## src/design/lopa_pkg.sv

```systemverilog
// Purpose: Shared constants for the low oil pressure alarm.
// Assumes: 50 MHz core clock.
// Notes: Times are kept in their own units; cycle counts derive from them.
package lopa_pkg;
   localparam int CLK_HZ = 50_000_000;
   localparam int QUAL_TIME_S = 10;
   localparam int ACK_TIME_S = 1;
   localparam int REMIND_PERIOD_S = 300;
   localparam int REMIND_TONE_S = 2;
   localparam longint QUAL_CYCLES = longint'(QUAL_TIME_S) * CLK_HZ;
   localparam longint ACK_CYCLES = longint'(ACK_TIME_S) * CLK_HZ;
   localparam longint REMIND_PERIOD_CYCLES = longint'(REMIND_PERIOD_S) * CLK_HZ;
   localparam longint REMIND_TONE_CYCLES = longint'(REMIND_TONE_S) * CLK_HZ;
   // Raise margin 0.4 percent and clear margin 2 percent, in tenths of a percent.
   localparam int RAISE_MARGIN_PERMIL = 4;
   localparam int CLEAR_MARGIN_PERMIL = 20;
   localparam int PERMIL_BASE = 1000;
   localparam int PRESS_W = 16;
   localparam int CNT_W = 36;
   typedef enum logic [2:0] {
      LOPA_IDLE = 3'b001,
      LOPA_ALERT = 3'b010,
      LOPA_ACKED = 3'b100
   } lopa_state_t;
endpackage

```

## src/design/lopa_alarm.sv

```systemverilog
// Purpose: Low oil pressure warning with qualification, acknowledge and reminder tone.
// Assumes: All inputs synchronous to CORE_CLK; pressure and setpoint in the same units.
// Notes: Outputs are requests only; nothing here touches engine control.
module lopa_alarm #(
   parameter int PRESS_W = lopa_pkg::PRESS_W,
   parameter longint QUAL_CYCLES = lopa_pkg::QUAL_CYCLES,
   parameter longint ACK_CYCLES = lopa_pkg::ACK_CYCLES,
   parameter longint REMIND_PERIOD_CYCLES = lopa_pkg::REMIND_PERIOD_CYCLES,
   parameter longint REMIND_TONE_CYCLES = lopa_pkg::REMIND_TONE_CYCLES
) (
   // Clock and reset
   input wire logic CORE_CLK,
   input wire logic SRST,
   // Measurement and configuration
   input wire logic [PRESS_W-1:0] PRESSURE,
   input wire logic PRESSURE_VALID,
   input wire logic [PRESS_W-1:0] SETPOINT,
   input wire logic ALARM_ENABLE,
   input wire logic ENGINE_RUNNING,
   // Operator button
   input wire logic MODE_BUTTON,
   // Requests
   output logic WARNING_ACTIVE,
   output logic OVERLAY_REQ,
   output logic TONE_REQ
);
   localparam int CW = lopa_pkg::CNT_W;
   localparam int PW = PRESS_W + 11;

   lopa_pkg::lopa_state_t state;
   lopa_pkg::lopa_state_t next_state;
   logic armed;
   logic under_margin;
   logic over_margin;
   logic raise_done;
   logic clear_done;
   logic ack_done;
   logic [CW-1:0] remind_cnt;
   logic remind_tone;

   // Scales a value by a per-mil factor, widened so no product overflows.
   function automatic logic [PW-1:0] scale(input logic [PRESS_W-1:0] v, input int permil);
      scale = PW'(v) * PW'(permil);
   endfunction

   assign armed = ALARM_ENABLE && ENGINE_RUNNING && PRESSURE_VALID;

   assign under_margin = armed && (scale(PRESSURE, lopa_pkg::PERMIL_BASE) <=
      scale(SETPOINT, lopa_pkg::PERMIL_BASE - lopa_pkg::RAISE_MARGIN_PERMIL));
   assign over_margin = armed && (scale(PRESSURE, lopa_pkg::PERMIL_BASE) >=
      scale(SETPOINT, lopa_pkg::PERMIL_BASE + lopa_pkg::CLEAR_MARGIN_PERMIL));

   lopa_timer #(.CNT_W(CW)) u_raise (
      .clk(CORE_CLK),
      .srst(SRST),
      .cond(under_margin && state == lopa_pkg::LOPA_IDLE),
      .limit(CW'(QUAL_CYCLES)),
      .expired(raise_done)
   );
   lopa_timer #(.CNT_W(CW)) u_clear (
      .clk(CORE_CLK),
      .srst(SRST),
      .cond(over_margin && state != lopa_pkg::LOPA_IDLE),
      .limit(CW'(QUAL_CYCLES)),
      .expired(clear_done)
   );
   lopa_timer #(.CNT_W(CW)) u_ack (
      .clk(CORE_CLK),
      .srst(SRST),
      .cond(MODE_BUTTON && state == lopa_pkg::LOPA_ALERT),
      .limit(CW'(ACK_CYCLES)),
      .expired(ack_done)
   );

   always_comb begin
      next_state = state;
      case (state)
         lopa_pkg::LOPA_IDLE: begin
            if (raise_done) begin
               next_state = lopa_pkg::LOPA_ALERT;
            end
         end
         lopa_pkg::LOPA_ALERT: begin
            if (clear_done) begin
               next_state = lopa_pkg::LOPA_IDLE;
            end else if (ack_done) begin
               next_state = lopa_pkg::LOPA_ACKED;
            end
         end
         lopa_pkg::LOPA_ACKED: begin
            if (clear_done) begin
               next_state = lopa_pkg::LOPA_IDLE;
            end
         end
         default: next_state = lopa_pkg::LOPA_IDLE;
      endcase
      if (!ALARM_ENABLE || !PRESSURE_VALID) begin
         next_state = lopa_pkg::LOPA_IDLE;
      end
   end

   always_ff @(posedge CORE_CLK) begin
      if (SRST) begin
         state <= lopa_pkg::LOPA_IDLE;
      end else begin
         state <= next_state;
      end
   end

   always_ff @(posedge CORE_CLK) begin
      if (SRST || state != lopa_pkg::LOPA_ACKED) begin
         remind_cnt <= '0;
         remind_tone <= 1'b0;
      end else if (remind_cnt == CW'(REMIND_PERIOD_CYCLES - 1)) begin
         remind_cnt <= '0;
         remind_tone <= 1'b1;
      end else begin
         remind_cnt <= remind_cnt + 1'b1;
         if (remind_cnt == CW'(REMIND_TONE_CYCLES - 1)) begin
            remind_tone <= 1'b0;
         end
      end
   end

   always_ff @(posedge CORE_CLK) begin
      if (SRST) begin
         WARNING_ACTIVE <= 1'b0;
         OVERLAY_REQ <= 1'b0;
         TONE_REQ <= 1'b0;
      end else begin
         WARNING_ACTIVE <= (next_state != lopa_pkg::LOPA_IDLE);
         OVERLAY_REQ <= (next_state == lopa_pkg::LOPA_ALERT);
         // The burst drops on the edge that clears remind_tone, so it lasts the tone length and no longer.
         TONE_REQ <= (next_state == lopa_pkg::LOPA_ALERT) ||
            (next_state == lopa_pkg::LOPA_ACKED && state == lopa_pkg::LOPA_ACKED &&
             (remind_cnt == CW'(REMIND_PERIOD_CYCLES - 1) ||
              (remind_tone && remind_cnt != CW'(REMIND_TONE_CYCLES - 1))));
      end
   end

   // Length of the running reminder burst; it exists only so the check below can bound it.
   logic [CW-1:0] tone_run;
   always_ff @(posedge CORE_CLK) begin
      if (SRST || !TONE_REQ || OVERLAY_REQ) begin
         tone_run <= '0;
      end else begin
         tone_run <= tone_run + 1'b1;
      end
   end
endmodule

```

## src/design/lopa_timer.sv

```systemverilog
// Purpose: Qualification timer; pulses once a condition has held longer than a limit.
// Assumes: Limit is at least one cycle.
// Notes: Dropping the condition restarts the count at zero.
module lopa_timer #(
   parameter int CNT_W = 36
) (
   // Clock and reset
   input wire logic clk,
   input wire logic srst,
   // Condition and limit
   input wire logic cond,
   input wire logic [CNT_W-1:0] limit,
   // Result
   output logic expired
);
   logic [CNT_W-1:0] count;

   always_ff @(posedge clk) begin
      if (srst || !cond) begin
         count <= '0;
         expired <= 1'b0;
      end else if (count <= limit) begin
         count <= count + 1'b1;
         expired <= (count == limit);
      end else begin
         expired <= 1'b0;
      end
   end
endmodule

```

## config.mk

```make
export PLATFORM = sky130hd
export DESIGN_NAME = lopa_alarm
export DESIGN_NICKNAME = d
export VERILOG_FILES = /design/src/design/lopa_pkg.sv /design/src/design/lopa_alarm.sv /design/src/design/lopa_timer.sv
export SDC_FILE = /design/constraint.sdc
export NUM_CORES = 1
export LEC_CHECK = 0
export BUFFER_PORTS_ARGS = -buffer_cell sky130_fd_sc_hd__buf_2
export CORE_MARGIN = 10
export CORE_UTILIZATION = 35
export DETAILED_ROUTE_END_ITERATION = 8
export SLEW_MARGIN = 20
export SYNTH_ARGS = -nofsm -noshare
export SYNTH_HDL_FRONTEND = slang
export SYNTH_SLANG_ARGS = --single-unit
export TNS_END_PERCENT = 50
```

## constraint.sdc

```tcl
create_clock -name CORE_CLK -period 11 [get_ports CORE_CLK]
set_input_delay 2.75 -clock CORE_CLK [delete_from_list [all_inputs] [get_ports CORE_CLK]]
set_output_delay 2.75 -clock CORE_CLK [all_outputs]
set_load 0.02 [all_outputs]
```

==> results.md, run 1 <==
- Leakage: 7.33 nW
- Clock Tree Buf Depth: 2
- Worst R2R Setup Slack: 8.20 ns
- Final setup fails: 0
- Req. time, crit path: 11.31 ns
- Reg2Reg Depth: 8
- IO Port Bufs: 40
- Pwr dens: 274 nW/um2
- Die footprint: 53500 um2
- DRC viols: 0
- Syn_nets: 2154
- Wire length per cell after detailed routing: 13.6 um
- Max VDD drop: 272 uV
- Worst EP arrival: 9.53 ns
- Crit-path max FO: 21
- Hold_buf cts: 0
- Post-CTS Resized: 0
- Initial Utilization: 35.4%
- Width of the die: 231 um
- Chip height: 231 um
- Fin. Hold Viols: 0
- Via count: 11700
- Worst Setup SP: SETPOINT[5]
- Register area share after synthesis: 19.7%
- YS warnings: 0
- GPL Wtd Cong: 0.860
- Root buf cell: clkbuf_16
- Clock Sinks: 154
- Relative slew slack: 35.9%
- Clock-pin transition on the worst setup and hold timing paths: 0.06 ns
- P&R area growth vs syn: 9.74%
- Top delay family on crit path: adder cells
- CP peak stage delay: 0.67 ns
- Power consumption: 0.00471 W
- Fill count: 4422
- Vias per cell: 4.88
- Yosys cell types: 61
- Row Count: 77
- Hold-critical path depth: 2
- CP bufs+invs: 6
- TritonRoute pass-1 iters: 5
- CTS tree: yes
- H-tree Lvls: 4
- Cell Area, Synth: 15600 um2
- Final core occ: 38.8%
- Synthesized flop and latch total: 154
- Hold EP: u_clear.count[34]
- Avg Synthesized Cell Area: 8.87 um2
- Clock latency on the worst-skew pair: 0.43 ns
- Overflow after GRT: 0
- FF-to-FF End: u_clear.count[28]
- Post-synth EDFFs: 0
- Fin nets: 2189
- Critical path class: in -> reg
- Largest net degree at the start of global routing: 38
- Initial antenna violation count: 2
- Core area: 44200 um2
- Hold slack final: 0.427 ns
- CP Launch Type: input port
- Cell count after synthesis: 1762
- Post-CTS setup buffers: 0
- Layout Skew: 0.0155 ns
- Num ports: 41
- Start of the worst register-to-register path: u_clear.count[26]
- Fin. max-slew vios: 0
- DP HPWL: 27100 um
- GR Util All Layers: 12.6%
- Most used flip-flop cell after synthesis: dfxtp_1
- Hold Path Class: reg -> reg
- DR iter-0 viols: 482
- Worst Tran Pin Value: 0.959 ns
- Final period util: 83.8%
- Post-synth ARST share: 0%
- Total CTS buffers: 17
- Accumulated negative setup slack: 0 ns
- Fin area: 17200 um2
- Layout cell share with drive strength beyond 1: 5.91%
- RSZ-0062 raised after global routing: no
- Hold path startpoint: u_clear.count[34]
- Routed Antenna Nets: 0
- Final WL: 32700 um
- First-pass GRT wire length: 56600 um
- FMAX: 0.108 GHz
- Instance area at placement: 16500 um2
- CP endpoint kind: flop
- Vias in the first global route: 11900
- Slowest-stage cell, CP: fa_1
- Max_cap viols: 0
- Status: finished, final reports clean
- Clock period minus worst slack: 9.22 ns
-- through the flow --
step                      worst slack (ns)  std cells
after CTS                             1.77       2402
after global routing                  1.30       2403
after global placement                1.43       2370
after detailed placement              1.34       2370
after floorplan                       2.31       1762
final                                 1.78       2404
-- registers in the layout, summed over array words and instances (netlist names), 3 cells and up --
register       flops
remind_cnt        36
state              3
u_raise.count     36
u_ack.count       36
u_clear.count     36
-- worst max-delay path by stage --
stage / slack (ns) / depth (start not counted) / endpoint
final: 1.78 / 25 / u_clear.count[11]
after global routing: 1.30 / 27 / u_clear.count[8]
after CTS: 1.77 / 25 / u_clear.count[11]
after detailed placement: 1.34 / 25 / u_clear.count[11]
after global placement: 1.43 / 25 / u_clear.count[7]
after floorplan: 2.31 / 24 / u_clear.count[25]
-- synthesized netlist by cell type (all sizes together) (8+ instances only) --
cell      n  share of area [%]
inv     310                7.4
ha      193                 15
nor2    186                4.5
fa      161                 21
dfxtp   154                 20
xnor2   104                5.8
a21oi    64                2.1
nand2    61                1.5
nand3    58                1.9
xor2     58                3.2
nor3     55                2.2
nand4    41                1.6
o21ai    35                1.1
nor4     28                1.3
a21o     23                1.1
and3     21               0.84
clkbuf   21               0.50
and2     18               0.72
nor2b    15               0.60
and4     14               0.78
nor4b    12               0.75
or3      12               0.48
nand2b   11               0.44
o21bai   10               0.48
a31oi     8               0.32
o21a      8               0.38
-- per-layer routing --
layer  track usage [%]  routed length (um)  share of wire, %
met1              16.2               15200                46
met2              21.3               15900                49
met3              1.76                 922               2.8
met4              4.32                 736               2.3
met5                 0                   0                 0
-- placed cells by master, fill, tap and decap left out, types with 6 or more instances in the layout --
cell type and n:
nor4b_1 10, ha_1 193, nand3b_1 7, nor2b_1 15
clkbuf_16 17, nor3_2 14, dfxtp_1 154, o21bai_1 10
and4_1 14, and2_1 18, nand4_1 41, and3_1 21
xor2_1 58, a21oi_1 63, a211oi_1 6, nand3_1 57
a31oi_1 8, fa_1 161, or3_1 12, xnor2_1 104
nor4_1 24, nand2b_1 11, nand4b_1 7, buf_2 40
o21ai_0 33, inv_1 310, nand2_1 61, nor3_1 41
o21a_1 8, nor2_1 186, a21o_1 23
-- worst register-to-register path, cell delays in order (launching register included) --
cell and delay, ns:
dfxtp_1 0.43, nand3_1 0.11, or4_1 0.50, nor4_2 0.20, o21ai_1 0.16, a21boi_4 0.77, nor3_1 0.21, a31oi_1 0.23
nor2_1 0.05
-- final cells by class --
class | instances | area, um2 | area share (%)
timing repair buffer | 44 | 230 | 1.34
inverter | 311 | 1170 | 6.80
clock inverter | 14 | 208 | 1.21
sequential | 154 | 3080 | 18.0
tap | 592 | 741 | 4.32
clock buffer | 18 | 439 | 2.56
multi-input combinational | 1269 | 11300 | 65.8
antenna | 2 | 5.00 | 0.0292
-- cells by family after synthesis --
group / count (synthesis) / synth area share [%]
and+or+nand+nor: 563 / 19.1
adders and majority gates: 354 / 36.1
buffers and inverters: 339 / 8.25
AOI/OAI and AO/OA: 187 / 7.61
xor gates and xnor gates: 162 / 9.07
DFF: 154 / 19.7
muxes: 3 / 0.192
-- power breakdown --
part / switching, W / internal (W)
Sequential: 0.000000533 / 0.000558
Combinational: 0.00196 / 0.00155
Clock: 0.000247 / 0.000393
Total: 0.00221 / 0.00250
No activity file was read; power rests on OpenSTA's default activity.
==> run 2: changes to the inputs <==
==> constraint.sdc (replaced) <==
create_clock -name CORE_CLK -period 8.07 [get_ports CORE_CLK]
set_input_delay 2.0175 -clock CORE_CLK [delete_from_list [all_inputs] [get_ports CORE_CLK]]
set_output_delay 2.0175 -clock CORE_CLK [all_outputs]
set_load 0.02 [all_outputs]
==> run 2 against run 1 <==
Net effect:
- global-route usage about the same
- non-clock buffer count rose by 87
- largest cell class unchanged
- register-to-register slack worse by 2.9 ns
- first-iteration DRC count grew 13%
==> results.md, run 2 (synthesis results as in run 1) <==
- Fin. max-slew vios: 0 (unchanged)
- Sequential Power Share: 11.4% (was 11.9%)
- Leakage: 7.71 nW (was 7.33 nW)
- Clock Sinks: 154 (unchanged)
- Root buf cell: clkbuf_16 (unchanged)
- Max_cap viols: 0 (unchanged)
- P&R area growth vs syn: 13.6% (was 9.74%)
- Worst Tran Pin Value: 0.948 ns (was 0.959 ns)
- Relative slew slack: 36.8% (was 35.9%)
- Fill count: 4390 (was 4422)
- Final core occ: 40.2% (was 38.8%)
- Clock latency on the worst-skew pair: 0.42 ns (was 0.43 ns)
- Vias in the first global route: 12200 (was 11900)
- DR iter-0 viols: 545 (was 482)
- H-tree Lvls: 4 (unchanged)
- Width of the die: 231 um (unchanged)
- Pwr dens: 376 nW/um2 (was 274 nW/um2)
- Vias per cell: 4.79 (was 4.88)
- GPL Wtd Cong: 0.835 (was 0.860)
- Hold Path Class: reg -> reg (unchanged)
- Core area: 44200 um2 (unchanged)
- Critical path class: in -> reg (unchanged)
- Num ports: 41 (unchanged)
- First-pass GRT wire length: 57100 um (was 56600 um)
- DRC viols: 0 (unchanged)
- Die footprint: 53500 um2 (unchanged)
- Sw Ratio: 46.2% (was 46.9%)
- Via count: 11900 (was 11700)
- IO Port Bufs: 40 (unchanged)
- Row Count: 77 (unchanged)
- Clock period minus worst slack: 7.71 ns
- Clock Tree Buf Depth: 2 (unchanged)
- Final WS setup: 0.365 ns (was 1.78 ns)
- Overflow after GRT: 0 (unchanged)
- Fin nets: 2276 (was 2189)
- Chip height: 231 um (unchanged)
- Hold slack final: 0.424 ns (was 0.427 ns)
- Final setup fails: 0 (unchanged)
- Crit-path max FO: 37 (was 21)
- Combinational power share: 77.8% (was 74.6%)
- Place WS: -0.221 ns (was 1.34 ns)
- Fin. Hold Viols: 0 (unchanged)
- Fin area: 17800 um2 (was 17200 um2)
- Largest net degree at the start of global routing: 38 (unchanged)
- Net Sw Power: 0.00308 W (was 0.00221 W)
- Final period util: 95.5%
- Internal: 0.00360 W (was 0.00250 W)
- Req. time, crit path: 8.37 ns (was 11.31 ns)
- Status: finished, final reports clean (unchanged)
- Routed Antenna Nets: 0 (unchanged)
- DP HPWL: 27300 um (was 27100 um)
- Total CTS buffers: 17 (unchanged)
- Most common cell after layout, fill and taps aside: inv_1 (unchanged)
- TritonRoute pass-1 iters: 5 (unchanged)
- Worst EP arrival: 8.01 ns (was 9.53 ns)
- Instance area at placement: 17200 um2 (was 16500 um2)
- Commonest cells after routing, fill and taps aside: inv_1 (310), ha_1 (193), nor2_1 (185), fa_1 (161), dfxtp_1 (154) (was inv_1 (310), ha_1 (193), nor2_1 (186), fa_1 (161), dfxtp_1 (154))
- GR Util All Layers: 12.6% (about the same)
- FMAX: 0.130 GHz
- Initial Utilization: 35.4% (unchanged)
- Max VDD drop: 328 uV (was 272 uV)
- Layout cell share with drive strength beyond 1: 10.6% (was 5.91%)
- CTS tree: yes (unchanged)
- Hold_buf cts: 0 (unchanged)
- CP endpoint kind: flop (unchanged)
- Clock-pin transition on the worst setup and hold timing paths: 0.06 ns (about the same)
- CP Launch Type: input port (unchanged)
- Layout Skew: 0.00827 ns (was 0.0155 ns)
- Clock power frac: 10.8% (was 13.6%)
- Wire length per cell after detailed routing: 13.1 um (was 13.6 um)
- Final WL: 32600 um (was 32700 um)
- Initial antenna violation count: 4 (was 2)
run 2: cell types whose count changed in the layout (fill, tap and decap cells not counted), sizes merged:
cell	change
clkbuf	+2
bufinv	-4
buf	+87
clkinvlp	+2
inv	-3
clkinv	+3
diode	-1
run 2: cell type report:
class,instances,area [um2],area share [%]
clock buffer,20,447,2.51
multi-input combinational,1269,11300,63.8
clock inverter,12,88.8,0.500
timing repair buffer,131,908,5.11
sequential,154,3080,17.3
inverter,311,1170,6.57
tap,592,741,4.17
antenna,1,2.50,0.0141
run 2: path summary, 6_finish.rpt:
kind,from,endpoint,slack (ns),cells after the start
max,SETPOINT[4],u_clear.count[0],0.36,25
min,u_raise.count[34],u_raise.count[34],0.42,2
max reg2reg,u_clear.count[26],u_clear.count[27],5.33,8
min reg2reg,u_raise.count[34],u_raise.count[34],0.42,2
run 2: repair_timing:
| action | in CTS | in global routing |
|---|---|---|
| endpoints found under the setup margin | 0 | 48 |
| resized for setup | 0 | 12 |
| endpoints found under the hold margin | 0 | 0 |
| setup buffers | 0 | 0 |
run 2: stage by stage:
| stage | std cells | power [W] | TNS [ns] |
|---|---|---|---|
| global placement | 2457 | 0.00579 | -4.02 |
| CTS | 2489 | 0.00670 | 0 |
| finish | 2490 | 0.00668 | 0 |
| detailed placement | 2457 | 0.00592 | -7.11 |
| floorplan | 1762 | 0.00451 | 0 |
| global route | 2489 | 0.00756 | -0.0597 |
run 2: worst max-delay path: stages:
cell      delay (ns)
buf_2           0.11
inv_1           0.14
fa_1            0.54
fa_1            0.57
inv_1           0.05
fa_1            0.53
inv_1           0.05
fa_1            0.53
inv_1           0.04
ha_1            0.28
inv_1           0.05
buf_4           0.13
o21ai_0         0.31
a41oi_2         0.22
a211oi_2        0.33
nand4_1         0.19
a311oi_1        0.39
xor2_1          0.14
ha_1            0.24
a211o_1         0.25
a21oi_1         0.11
o21ai_0         0.20
o31ai_4         0.26
buf_12          0.23
nor2_1          0.07
run 2: power by group through the flow:
| stage | registers [W] | clock network [W] | logic [W] |
|---|---|---|---|
| finish | 0.000762 | 0.000724 | 0.00519 |
| global route | 0.000761 | 0.000776 | 0.00602 |
| CTS | 0.000762 | 0.000747 | 0.00519 |
| detailed placement | 0.000779 | 0 | 0.00514 |
| global placement | 0.000779 | 0 | 0.00501 |
| floorplan | 0.000779 | 0 | 0.00373 |
run 2: per-layer routing:
| metal | global-route usage, % | vias to the layer above | part of all wire, % |
|---|---|---|---|
| li1 | - | 6050 | - |
| met1 | 16.6 | 5761 | 47 |
| met2 | 21.4 | 93 | 49 |
| met3 | 1.98 | 21 | 2.8 |
| met4 | 2.34 | 4 | 0.76 |
| met5 | 0 | - | 0.083 |
